<file path="config.mk">
export PLATFORM = sky130hd
export DESIGN_NAME = sit_target
export DESIGN_NICKNAME = d
export VERILOG_FILES = /design/src/sit_pkg.sv /design/src/sit_fifo.sv /design/src/sit_target.sv
export SDC_FILE = /design/constraint.sdc
export NUM_CORES = 1
export LEC_CHECK = 0
export BUFFER_PORTS_ARGS = -buffer_cell sky130_fd_sc_hd__buf_2
export CAP_MARGIN = 20
export CORE_ASPECT_RATIO = 0.9
export CORE_MARGIN = 2
export CORE_UTILIZATION = 42
export CTS_CLUSTER_DIAMETER = 150
export DETAILED_ROUTE_END_ITERATION = 8
export PLACE_DENSITY = 0.64
export SYNTH_ARGS = -nofsm -noshare
export SYNTH_HDL_FRONTEND = slang
export SYNTH_SLANG_ARGS = --single-unit
export TNS_END_PERCENT = 30
</file>
<file path="constraint.sdc">
create_clock -name i_clock -period 3.4 [get_ports i_clock]
set_input_delay 1.02 -clock i_clock [delete_from_list [all_inputs] [get_ports i_clock]]
set_output_delay 1.02 -clock i_clock [all_outputs]
set_load 0.05 [all_outputs]
</file>
<file path="src/sit_pkg.sv">
// Shared constants and types for the sensor two-wire target port
package sit_pkg;
  localparam logic [6:0] SIT_ADDR_LOW    = 7'h18;
  localparam logic [6:0] SIT_ADDR_HIGH   = 7'h19;
  localparam logic [7:0] SIT_INDEX_RESET = 8'h00;
  localparam logic [3:0] SIT_ACK_BIT     = 4'h8;
  localparam logic [3:0] SIT_LAST_BIT    = 4'h7;
  localparam int         SIT_CLOCK_HZ    = 10000000;
  localparam int         SIT_WDT_US      = 1000;
  localparam int         SIT_WDT_CYCLES  = SIT_WDT_US * (SIT_CLOCK_HZ / 1000000);
  localparam int         SIT_FIFO_DEPTH  = 8;

  // Write beat handed to the register side
  typedef struct packed {
    logic [7:0] index;
    logic [7:0] data;
  } sit_wbeat_t;

  typedef enum logic [6:0] {
    SIT_IDLE  = 7'b0000001,
    SIT_ADDR  = 7'b0000010,
    SIT_AACK  = 7'b0000100,
    SIT_WRX   = 7'b0001000,
    SIT_WACK  = 7'b0010000,
    SIT_RTX   = 7'b0100000,
    SIT_RACK  = 7'b1000000
  } sit_state_t;
endpackage

</file>
<file path="src/sit_fifo.sv">
// Small synchronous FIFO for register write beats
`timescale 1ns/1ps
module sit_fifo #(
  parameter int WIDTH = 16,
  parameter int DEPTH = 8
) (
  input  wire logic             i_clock,
  input  wire logic             i_rst,
  input  wire logic             i_in_valid,
  output logic                  o_in_ready,
  input  wire logic [WIDTH-1:0] i_in_data,
  output logic                  o_out_valid,
  input  wire logic             i_out_ready,
  output logic      [WIDTH-1:0] o_out_data
);
  localparam int AW = $clog2(DEPTH);
  initial begin
    if (DEPTH < 2 || (1 << AW) != DEPTH) $error("DEPTH must be a power of two");
  end
  logic [WIDTH-1:0] mem [DEPTH];
  logic [AW:0]      wptr_reg;
  logic [AW:0]      rptr_reg;
  logic [AW:0]      wptr_next;
  logic [AW:0]      rptr_next;
  logic             push;
  logic             pop;

  always_comb begin
    o_out_valid = wptr_reg != rptr_reg;
    o_in_ready  = (wptr_reg[AW] == rptr_reg[AW]) || (wptr_reg[AW-1:0] != rptr_reg[AW-1:0]);
    push        = i_in_valid && o_in_ready;
    pop         = o_out_valid && i_out_ready;
    wptr_next   = wptr_reg + (AW+1)'(push);
    rptr_next   = rptr_reg + (AW+1)'(pop);
    o_out_data  = mem[rptr_reg[AW-1:0]];
  end

  always_ff @(posedge i_clock) begin
    if (i_rst) begin
      wptr_reg <= '0;
      rptr_reg <= '0;
    end else begin
      wptr_reg <= wptr_next;
      rptr_reg <= rptr_next;
    end
    if (push) begin
      mem[wptr_reg[AW-1:0]] <= i_in_data;
    end
  end
endmodule

</file>
<file path="src/sit_target.sv">
// Two-wire bus target port: address match, write/read sequencing, watchdog
//
// Overview of operation
// - Answer address 0x18 with select pin low, 0x19 with it high.
// - Only seven-bit target addresses are decoded.
// - Bus clocks up to 1 MHz are followed by oversampling.
// - Data falling while clock high is start; bus then busy.
// - Data rising while clock high is stop; transfer ends.
// - Ninth clock is acknowledge; receiver pulls data low through it.
// - Stop directly after start without clock toggle is ignored.
// - Matching write address is acknowledged, then data line released.
// - First byte is register index, following bytes are data.
// - Ordinary registers: index advances after each data byte.
// - Special registers: index held fixed on writes (address trap); reads still advance it.
// - Read: index write, repeated start, address with read bit.
// - Read starts at last written index, 0x00 after reset.
// - Controller not-acknowledge ends read; device releases data line.
// - Watchdog releases the bus and returns the port to idle on lock-up.
`timescale 1ns/1ps
module sit_target
  import sit_pkg::*;
#(
  parameter int WDT_CYCLES = SIT_WDT_CYCLES
) (
  input  wire logic                 i_clock,
  input  wire logic                 i_rst,
  input  wire logic                 i_address_select_pin,
  input  wire logic                 i_bus_clock_pin,
  input  wire logic                 i_bus_data_pin_in,
  output logic                      o_bus_data_pin_out,
  output logic                      o_bus_data_pin_oe,
  input  wire logic                 i_trap_enable,
  input  wire logic [7:0]           i_read_data,
  output logic      [7:0]           o_read_index,
  output logic                      o_write_valid,
  input  wire logic                 i_write_ready,
  output sit_pkg::sit_wbeat_t       o_write_beat,
  output logic                      o_busy,
  output logic                      o_wdt_fired
);
  import sit_pkg::*;
  initial begin
    if (WDT_CYCLES < 16) $error("WDT_CYCLES too small");
  end

  // Two-stage synchronisers; stage one feeds only stage two
  logic [1:0] scl_sync_reg;
  logic [1:0] sda_sync_reg;
  logic       scl_d_reg;
  logic       sda_d_reg;
  logic [1:0] sel_sync_reg;

  always_ff @(posedge i_clock) begin
    if (i_rst) begin
      scl_sync_reg <= 2'h3;
      sda_sync_reg <= 2'h3;
      scl_d_reg    <= 1'b1;
      sda_d_reg    <= 1'b1;
      sel_sync_reg <= 2'h0;
    end else begin
      scl_sync_reg <= {scl_sync_reg[0], i_bus_clock_pin};
      sda_sync_reg <= {sda_sync_reg[0], i_bus_data_pin_in};
      scl_d_reg    <= scl_sync_reg[1];
      sda_d_reg    <= sda_sync_reg[1];
      sel_sync_reg <= {sel_sync_reg[0], i_address_select_pin};
    end
  end

  logic scl;
  logic sda;
  logic scl_rise;
  logic scl_fall;
  logic start_det;
  logic stop_raw;
  assign scl       = scl_sync_reg[1];
  assign sda       = sda_sync_reg[1];
  assign scl_rise  = scl && !scl_d_reg;
  assign scl_fall  = !scl && scl_d_reg;
  assign start_det = scl && scl_d_reg && sda_d_reg && !sda;
  assign stop_raw  = scl && scl_d_reg && !sda_d_reg && sda;

  function automatic logic addr_hit(input logic [6:0] a, input logic sel);
    addr_hit = a == (sel ? SIT_ADDR_HIGH : SIT_ADDR_LOW);
  endfunction

  sit_state_t  st_reg;
  sit_state_t  st_next;
  logic [3:0]  bit_reg;
  logic [3:0]  bit_next;
  logic [7:0]  sh_reg;
  logic [7:0]  sh_next;
  logic [7:0]  idx_reg;
  logic [7:0]  idx_next;
  logic [7:0]  base_reg;
  logic [7:0]  base_next;
  logic        have_idx_reg;
  logic        have_idx_next;
  logic        rd_reg;
  logic        rd_next;
  logic        drive_reg;
  logic        drive_next;
  logic        toggled_reg;
  logic        toggled_next;
  logic        busy_reg;
  logic        busy_next;
  logic        push_reg;
  logic        push_next;
  sit_wbeat_t  beat_reg;
  sit_wbeat_t  beat_next;
  logic [$clog2(WDT_CYCLES+1)-1:0] wdt_reg;
  logic [$clog2(WDT_CYCLES+1)-1:0] wdt_next;
  logic        wdt_fire;
  logic        fifo_ready;

  // Watchdog counts only while this port holds the data line low
  assign wdt_fire = drive_reg && (wdt_reg == ($bits(wdt_reg))'(WDT_CYCLES));

  always_comb begin
    st_next       = st_reg;
    bit_next      = bit_reg;
    sh_next       = sh_reg;
    idx_next      = idx_reg;
    base_next     = base_reg;
    have_idx_next = have_idx_reg;
    rd_next       = rd_reg;
    drive_next    = drive_reg;
    toggled_next  = toggled_reg || scl_fall;
    busy_next     = busy_reg;
    push_next     = push_reg && !fifo_ready;
    beat_next     = beat_reg;
    wdt_next      = drive_reg ? wdt_reg + ($bits(wdt_reg))'(1) : '0;
    if (wdt_fire) begin
      st_next    = SIT_IDLE;
      drive_next = 1'b0;
      busy_next  = 1'b0;
      wdt_next   = '0;
    end else if (start_det) begin
      st_next      = SIT_ADDR;
      bit_next     = '0;
      drive_next   = 1'b0;
      busy_next    = 1'b1;
      toggled_next = 1'b0;
    end else if (stop_raw && toggled_reg) begin
      st_next    = SIT_IDLE;
      drive_next = 1'b0;
      busy_next  = 1'b0;
    end else begin
      case (st_reg)
        SIT_IDLE: begin
          drive_next = 1'b0;
        end
        SIT_ADDR, SIT_WRX: begin
          if (scl_rise) begin
            sh_next  = {sh_reg[6:0], sda};
            bit_next = bit_reg + 4'h1;
          end
          if (scl_fall && bit_reg == SIT_ACK_BIT) begin
            bit_next = '0;
            if (st_reg == SIT_ADDR) begin
              if (addr_hit(sh_reg[7:1], sel_sync_reg[1])) begin
                st_next    = SIT_AACK;
                idx_next   = base_reg;  // Reads restart at the last written index
                drive_next = 1'b1;
                rd_next    = sh_reg[0];
                have_idx_next = 1'b0;
              end else begin
                st_next = SIT_IDLE;
              end
            end else if (!have_idx_reg) begin
              idx_next      = sh_reg;
              base_next     = sh_reg;
              have_idx_next = 1'b1;
              st_next       = SIT_WACK;
              drive_next    = 1'b1;
            end else if (!push_reg) begin
              beat_next  = '{index: idx_reg, data: sh_reg};
              push_next  = 1'b1;
              st_next    = SIT_WACK;
              drive_next = 1'b1;
              if (!i_trap_enable) begin
                idx_next = idx_reg + 8'h01;
              end  // Trap keeps idx fixed
            end else begin
              st_next = SIT_IDLE;  // Write path full: byte refused with no acknowledge
            end
          end
        end
        SIT_AACK, SIT_WACK: begin
          if (scl_fall) begin
            drive_next = 1'b0;
            if (st_reg == SIT_AACK && rd_reg) begin
              st_next    = SIT_RTX;
              sh_next    = i_read_data;
              drive_next = !i_read_data[7];
              idx_next   = idx_reg + 8'h01;
              bit_next   = 4'h1;
            end else begin
              st_next = SIT_WRX;
            end
          end
        end
        SIT_RTX: begin
          if (scl_fall) begin
            if (bit_reg == SIT_ACK_BIT) begin
              st_next    = SIT_RACK;
              drive_next = 1'b0;
            end else begin
              drive_next = !sh_reg[SIT_LAST_BIT[2:0] - bit_reg[2:0]];
              bit_next   = bit_reg + 4'h1;
            end
          end
        end
        SIT_RACK: begin
          if (scl_rise) begin
            rd_next = !sda;
          end
          if (scl_fall) begin
            if (rd_reg) begin
              st_next    = SIT_RTX;
              sh_next    = i_read_data;
              drive_next = !i_read_data[7];
              idx_next   = idx_reg + 8'h01;
              bit_next   = 4'h1;
            end else begin
              st_next = SIT_IDLE;
            end
          end
        end
        default: begin
          st_next    = SIT_IDLE;
          drive_next = 1'b0;
        end
      endcase
    end
  end

  always_ff @(posedge i_clock) begin
    if (i_rst) begin
      st_reg       <= SIT_IDLE;
      bit_reg      <= '0;
      sh_reg       <= '0;
      idx_reg      <= SIT_INDEX_RESET;
      base_reg     <= SIT_INDEX_RESET;
      have_idx_reg <= 1'b0;
      rd_reg       <= 1'b0;
      drive_reg    <= 1'b0;
      toggled_reg  <= 1'b0;
      busy_reg     <= 1'b0;
      push_reg     <= 1'b0;
      beat_reg     <= '0;
      wdt_reg      <= '0;
    end else begin
      st_reg       <= st_next;
      bit_reg      <= bit_next;
      sh_reg       <= sh_next;
      idx_reg      <= idx_next;
      base_reg     <= base_next;
      have_idx_reg <= have_idx_next;
      rd_reg       <= rd_next;
      drive_reg    <= drive_next;
      toggled_reg  <= toggled_next;
      busy_reg     <= busy_next;
      push_reg     <= push_next;
      beat_reg     <= beat_next;
      wdt_reg      <= wdt_next;
    end
  end

  // Open-drain: only ever drive low
  assign o_bus_data_pin_out = 1'b0;
  assign o_bus_data_pin_oe  = drive_reg;
  assign o_read_index       = idx_reg;
  assign o_busy             = busy_reg;
  assign o_wdt_fired        = wdt_fire;

  sit_fifo #(
    .WIDTH ($bits(sit_wbeat_t)),
    .DEPTH (SIT_FIFO_DEPTH)
  ) u_fifo (
    .i_clock     (i_clock),
    .i_rst       (i_rst),
    .i_in_valid  (push_reg),
    .o_in_ready  (fifo_ready),
    .i_in_data   (beat_reg),
    .o_out_valid (o_write_valid),
    .i_out_ready (i_write_ready),
    .o_out_data  (o_write_beat)
  );
endmodule

</file>
Word-level counts from Yosys, hierarchy flattened
Memory sizes are Yosys's and may differ from the RTL's. A register that Yosys moved wholly into a read port is not among the register bits.
Index checks and enable logic that the tools add are counted.
Word-level totals
  flip-flop bits (word level): 87
  bits in writable memories: 128
  bits of input ports: 15
  output and inout bits: 29
  logic and storage cells: 201
  memories kept: 1
Memory list
  u_fifo.mem: depth 8, width 16, read ports 1, clocked after memory_dff 1, write ports 1, line sit_fifo.sv:20  | logic [WIDTH-1:0] mem [DEPTH];
Operators by class
  add/sub/neg operators: 6
  order comparisons: 1
  equality and inequality tests: 42
  mux-type cells: 79
  bitwise operators: 8
  reductions and logical operators: 42
Operators by type and width (number)
  8-bit two-way mux: 15
  8-bit case mux with 3 select lines: 2
  7-bit two-way mux: 6
  4-bit two-way mux: 10
  7-bit case mux with 5 select lines: 1
  1-bit two-way mux: 33
  4-bit != test, second input constant: 8
  2-bit != test, second input constant: 12
  3-bit != test, second input constant: 8
  6-bit AND reduction: 3
  4-bit case mux with 4 select lines: 1
  8-bit AND reduction: 2
  14-bit by 1-bit adder with 14-bit output, second input constant: 1
  14-bit equality test, second input constant: 1
  1-bit logical AND: 14
  7-bit AND reduction: 2
  6-bit two-way mux: 2
  12-bit AND reduction: 1
  5-bit two-way mux: 2
  10-bit AND reduction: 1
  9-bit AND reduction: 1
  4-bit by 1-bit adder with 4-bit output: 2
  8-bit by 1-bit adder with 8-bit output, second input constant: 1
  1-bit inverter: 8
  29 further kinds: 41

Depth between registers and ports, before layout
  depth in word-level cells: 12
  depth in mapped cells: 11

Hierarchy
A second synthesis with hierarchy kept.
Second synthesis, totals
  cells, all modules: 717
  area total of the unflattened synthesis: 9344.0 um2
By module, submodules not included
  sit_fifo: times used 1, cells an instance 234, area an instance 5361.4 um2, sequential area each 4003.8 um2
  sit_target: times used 1, cells an instance 483, area an instance 3982.6 um2, sequential area each 1581.5 um2

Least setup slack after synthesis
Ideal clock, no wire load.
  path kind: register -> output
  from: register, netlist name u_fifo.rptr_reg[0]
  to: output o_write_beat[0] (netlist name)
  data arrival time: 2069 ps
  data required time: 2380 ps
  path slack: 311 ps
  stages on the path, launching flop included: 5
  path buffers: 2
  cell sequence: dfxtp_1 -> clkbuf_1 -> buf_1 -> mux4_2 -> mux2_2
RTL lines
  end: declaration: line sit_target.sv:37  | output sit_pkg::sit_wbeat_t o_write_beat,

==> results_tabular.tex <==
\begin{tabular}{lr}
\hline
Metric & Value \\
\hline
\multicolumn{2}{l}{\textbf{Floorplan}} \\
Floorplan die area & around 23000 µm² \\
Core outline area & 21600 µm² \\
Number of ports placed on the die boundary & 44 \\
Row count & a little over 50 \\
DIE HEIGHT & approximately 140 µm \\
Starting density of the core & 42.7\% \\
Die boundary width & between 150 and 200 µm \\
\multicolumn{2}{l}{\textbf{Clock tree}} \\
Number of buffers inserted during clock tree synthesis & 22 \\
Hold-fix buffers, CTS & 0 \\
Sink count of the clock tree & 215 \\
CTS clock-pin slew for the worst setup and hold paths & $\sim$0.060 ns \\
Setup repair bufs after CTS & 0 \\
Clock tree from TritonCTS & yes \\
Clock network latency to the later pin of the worst-skew pair & 0.51 ns \\
H-Tree Level Count & 1 \\
Maximum clock path buffer count & 3 \\
Root buffer cell & clkbuf\_16 \\
Post\_cts resized & 0 \\
\multicolumn{2}{l}{\textbf{Logic synthesis}} \\
Average cell area after synthesis & 13.1 µm² \\
Total nets after synthesis & a little over 700 \\
Asr flop ratio synth & 0\% \\
Cell types occupying the most area after synthesis & edfxtp\_1 (42\%), dfxtp\_1 (19\%), mux4\_2 (8.3\%) \\
Synthesized instance count & 703 \\
Post-synthesis cell type with the largest combined area & edfxtp\_1 \\
Count of cell types in the netlist & 62 \\
Part of the Yosys area used for sequential elements & 60.5\% \\
Register bit total from synthesis & 215 \\
Number of enable flip-flop cells after synthesis & 128 \\
Top-count cell post-synth & edfxtp\_1 \\
Share of the synthesized area in the top cell type & a little over two fifths \\
Top\_reg\_cell synth & edfxtp\_1 \\
Ranking of synthesized cells by instance count & edfxtp\_1 (128), dfxtp\_1 (87), nor2\_1 (80) \\
Number of warnings issued by yosys & 0 \\
Area of the mapped netlist & 9230 µm² \\
\multicolumn{2}{l}{\textbf{Critical path}} \\
Startpoint kind of the worst setup timing path & flip-flop \\
Arrival time at the worst endpoint & 2.25 ns \\
Endpoint type of the worst setup path & output port \\
Chain of cells forming the critical path & clkbuf\_16, mux4\_2, mux2\_2, buf\_2 \\
Required time worst endpoint & 2.38 ns \\
Kind of critical path & reg2out \\
Top fanout value on the critical path & 15 \\
Critical-path top delay cell & mux4\_2 \\
Crit path largest cell delay & 0.50 ns \\
\multicolumn{2}{l}{\textbf{Detailed routing}} \\
Drt drc & 0 \\
Drt via density & 5.49 \\
DRT antenna net count & 0 \\
Drt wl/cell & $\sim$19 µm \\
DRT iter0 DRCs & 388 \\
Number of detailed-route iterations in the first pass & 5 \\
DR vias & 5810 \\
Final Routed Wirelength & 19800 µm \\
\multicolumn{2}{l}{\textbf{Global route}} \\
Wire length of the first global-routing pass & 31100 µm \\
Number of global-route vias before repair & 5797 \\
Initial antenna violation count & 0 \\
Pin count of the biggest net entering global routing & 59 \\
Total global routing overflow & 0 \\
GRT Total Usage & between 10\% and 20\% \\
\multicolumn{2}{l}{\textbf{Timing}} \\
Achievable clock frequency & 305 MHz \\
Min Clock Period, post-route & 3.27 ns \\
Final critical-path share of the clock period & a little over nine tenths \\
Relative slew slack & 48.4\% \\
Setup violation total in the final timing report & 0 \\
Worst clock skew & 0.0136 ns \\
Total negative slack for setup checks & 0 ns \\
Slew Limit Fails & 0 \\
Final hold vios & 0 \\
Slew @ Worst Pin & approximately 0.77 ns \\
Unrepaired setup endpoints after global routing & false \\
\multicolumn{2}{l}{\textbf{Finish}} \\
Area overhead of the layout relative to synthesis & 14.5\% \\
Diode insertion count for antenna repair & 0 \\
Flip-flop count of the largest register, all copies and words added & approximately 130 \\
Number of nets in the finished design & 776 \\
Count of fill cells added during filler insertion & $\sim$1.9k \\
Fraction of final layout cells with drive strength greater than 1 & roughly 22\% \\
Post-route cell area & 10600 µm² \\
Number of non-filler instances in the completed layout & 1059 \\
\multicolumn{2}{l}{\textbf{Placed design}} \\
Number of input and output port buffers inserted & 42 \\
Number of cells after detailed placement & slightly above 1k \\
Post-DP HPWL & 12700 µm \\
Placer congestion estimate & 0.881 \\
Placed standard-cell area & approximately 10000 µm² \\
\multicolumn{2}{l}{\textbf{Pwr}} \\
Power per Cell Area & between 500 and 600 nW/µm² \\
Largest voltage drop on the vdd net & between 0.3 and 0.4 mV \\
Power share of the combinational group & 1.8\% \\
Static Leakage & 3.70 nW \\
Internal Dissipation & roughly 4.3 mW \\
Share of total power consumed by net switching & around a fifth \\
Flop pwr share & a little over 50\% \\
Sw Pwr & 1.03 mW \\
Part of the power in the clock network & 46.2\% \\
Overall power & 5.29 mW \\
\multicolumn{2}{l}{\textbf{Run}} \\
Maxcap violations & 0 \\
\multicolumn{2}{l}{\textbf{Outcome}} \\
Status & finished, final reports clean \\
\multicolumn{2}{l}{\textbf{Min path}} \\
Hold/Removal Path Class & reg2reg \\
\hline
\end{tabular}
## final timing paths
check / endpoint / slack [ns] / depth (start not counted) / start
worst min register to register: sda_sync_reg[1] / 0.43 / 1 / sda_sync_reg[0]
worst min-delay path: sda_sync_reg[1] / 0.43 / 1 / sda_sync_reg[0]
worst max-delay path: o_write_beat[1] / 0.13 / 4 / u_fifo.rptr_reg[0]
worst max register to register: o_read_index[5] / 0.49 / 7 / st_reg[1]
## per-layer routing
metal	vias to the layer above	track usage (%)	part of all wire, %
li1	2731	-	-
met1	2890	21.8	43
met2	157	30.6	50
met3	32	2.85	4.8
met4	0	3.79	1.7
met5	-	0	0
## final cells by class
cell class	instances	area [µm²]	area share, %
sequential	215	5590	52.9
multi-input combinational	441	3450	32.6
clock buffer	32	618	5.85
timing repair buffer	62	390	3.69
tap	291	364	3.45
clock inverter	8	125	1.18
inverter	10	37.5	0.355
## cells in the final DEF (no fill, tap or decap), types with 15 or more instances in the layout
| master | count |
|---|---|
| buf_2 | 42 |
| mux2_2 | 24 |
| mux4_2 | 34 |
| edfxtp_1 | 128 |
| clkbuf_16 | 23 |
| mux2i_1 | 32 |
| nand2_1 | 31 |
| buf_4 | 18 |
| a21oi_1 | 32 |
| dfxtp_1 | 86 |
| nor2_1 | 80 |
| nand3_1 | 33 |
| o21ai_0 | 15 |
## power groups by stage
| stage | combinational, mW | sequential [mW] | clock (mW) |
|---|---|---|---|
| floorplan | 0.0662 | 2.81 | 0 |
| global placement | 0.0943 | 2.80 | 0 |
| detailed placement | 0.0961 | 2.80 | 0 |
| CTS | 0.0972 | 2.75 | 2.51 |
| global route | 0.106 | 2.75 | 2.61 |
| finish | 0.0972 | 2.75 | 2.45 |
## cells by family after synthesis
logic type | Yosys count | synth area share (%)
simple gates | 230 | 12.8
flops | 215 | 60.5
mux | 90 | 14.7
compound gates | 86 | 6.06
buf+inv | 47 | 2.29
xor+xnor | 25 | 2.37
fa+ha+maj | 9 | 1.22
other cells | 1 | 0.0406
## worst max-delay path: cells and delay by family, from the launching register on
| kind | cells | cell delay (ns) |
|---|---|---|
| buf+inv | 2 | 0.47 |
| flops | 1 | 0.48 |
| mux | 2 | 0.78 |
## per-stage QoR
stage | setup slack [ns] | hold WS, ns | utilization [%]
3_3_place_gp | 0.645 | 0.398 | 45.3
5_1_grt | 0.0199 | 0.445 | 48.9
2_1_floorplan | 0.311 | 0.389 | -
6_report | 0.126 | 0.428 | 48.9
4_1_cts | 0.0657 | 0.433 | 48.7
3_5_place_dp | 0.509 | 0.409 | 45.3
Power figures use the tool's default switching activity.
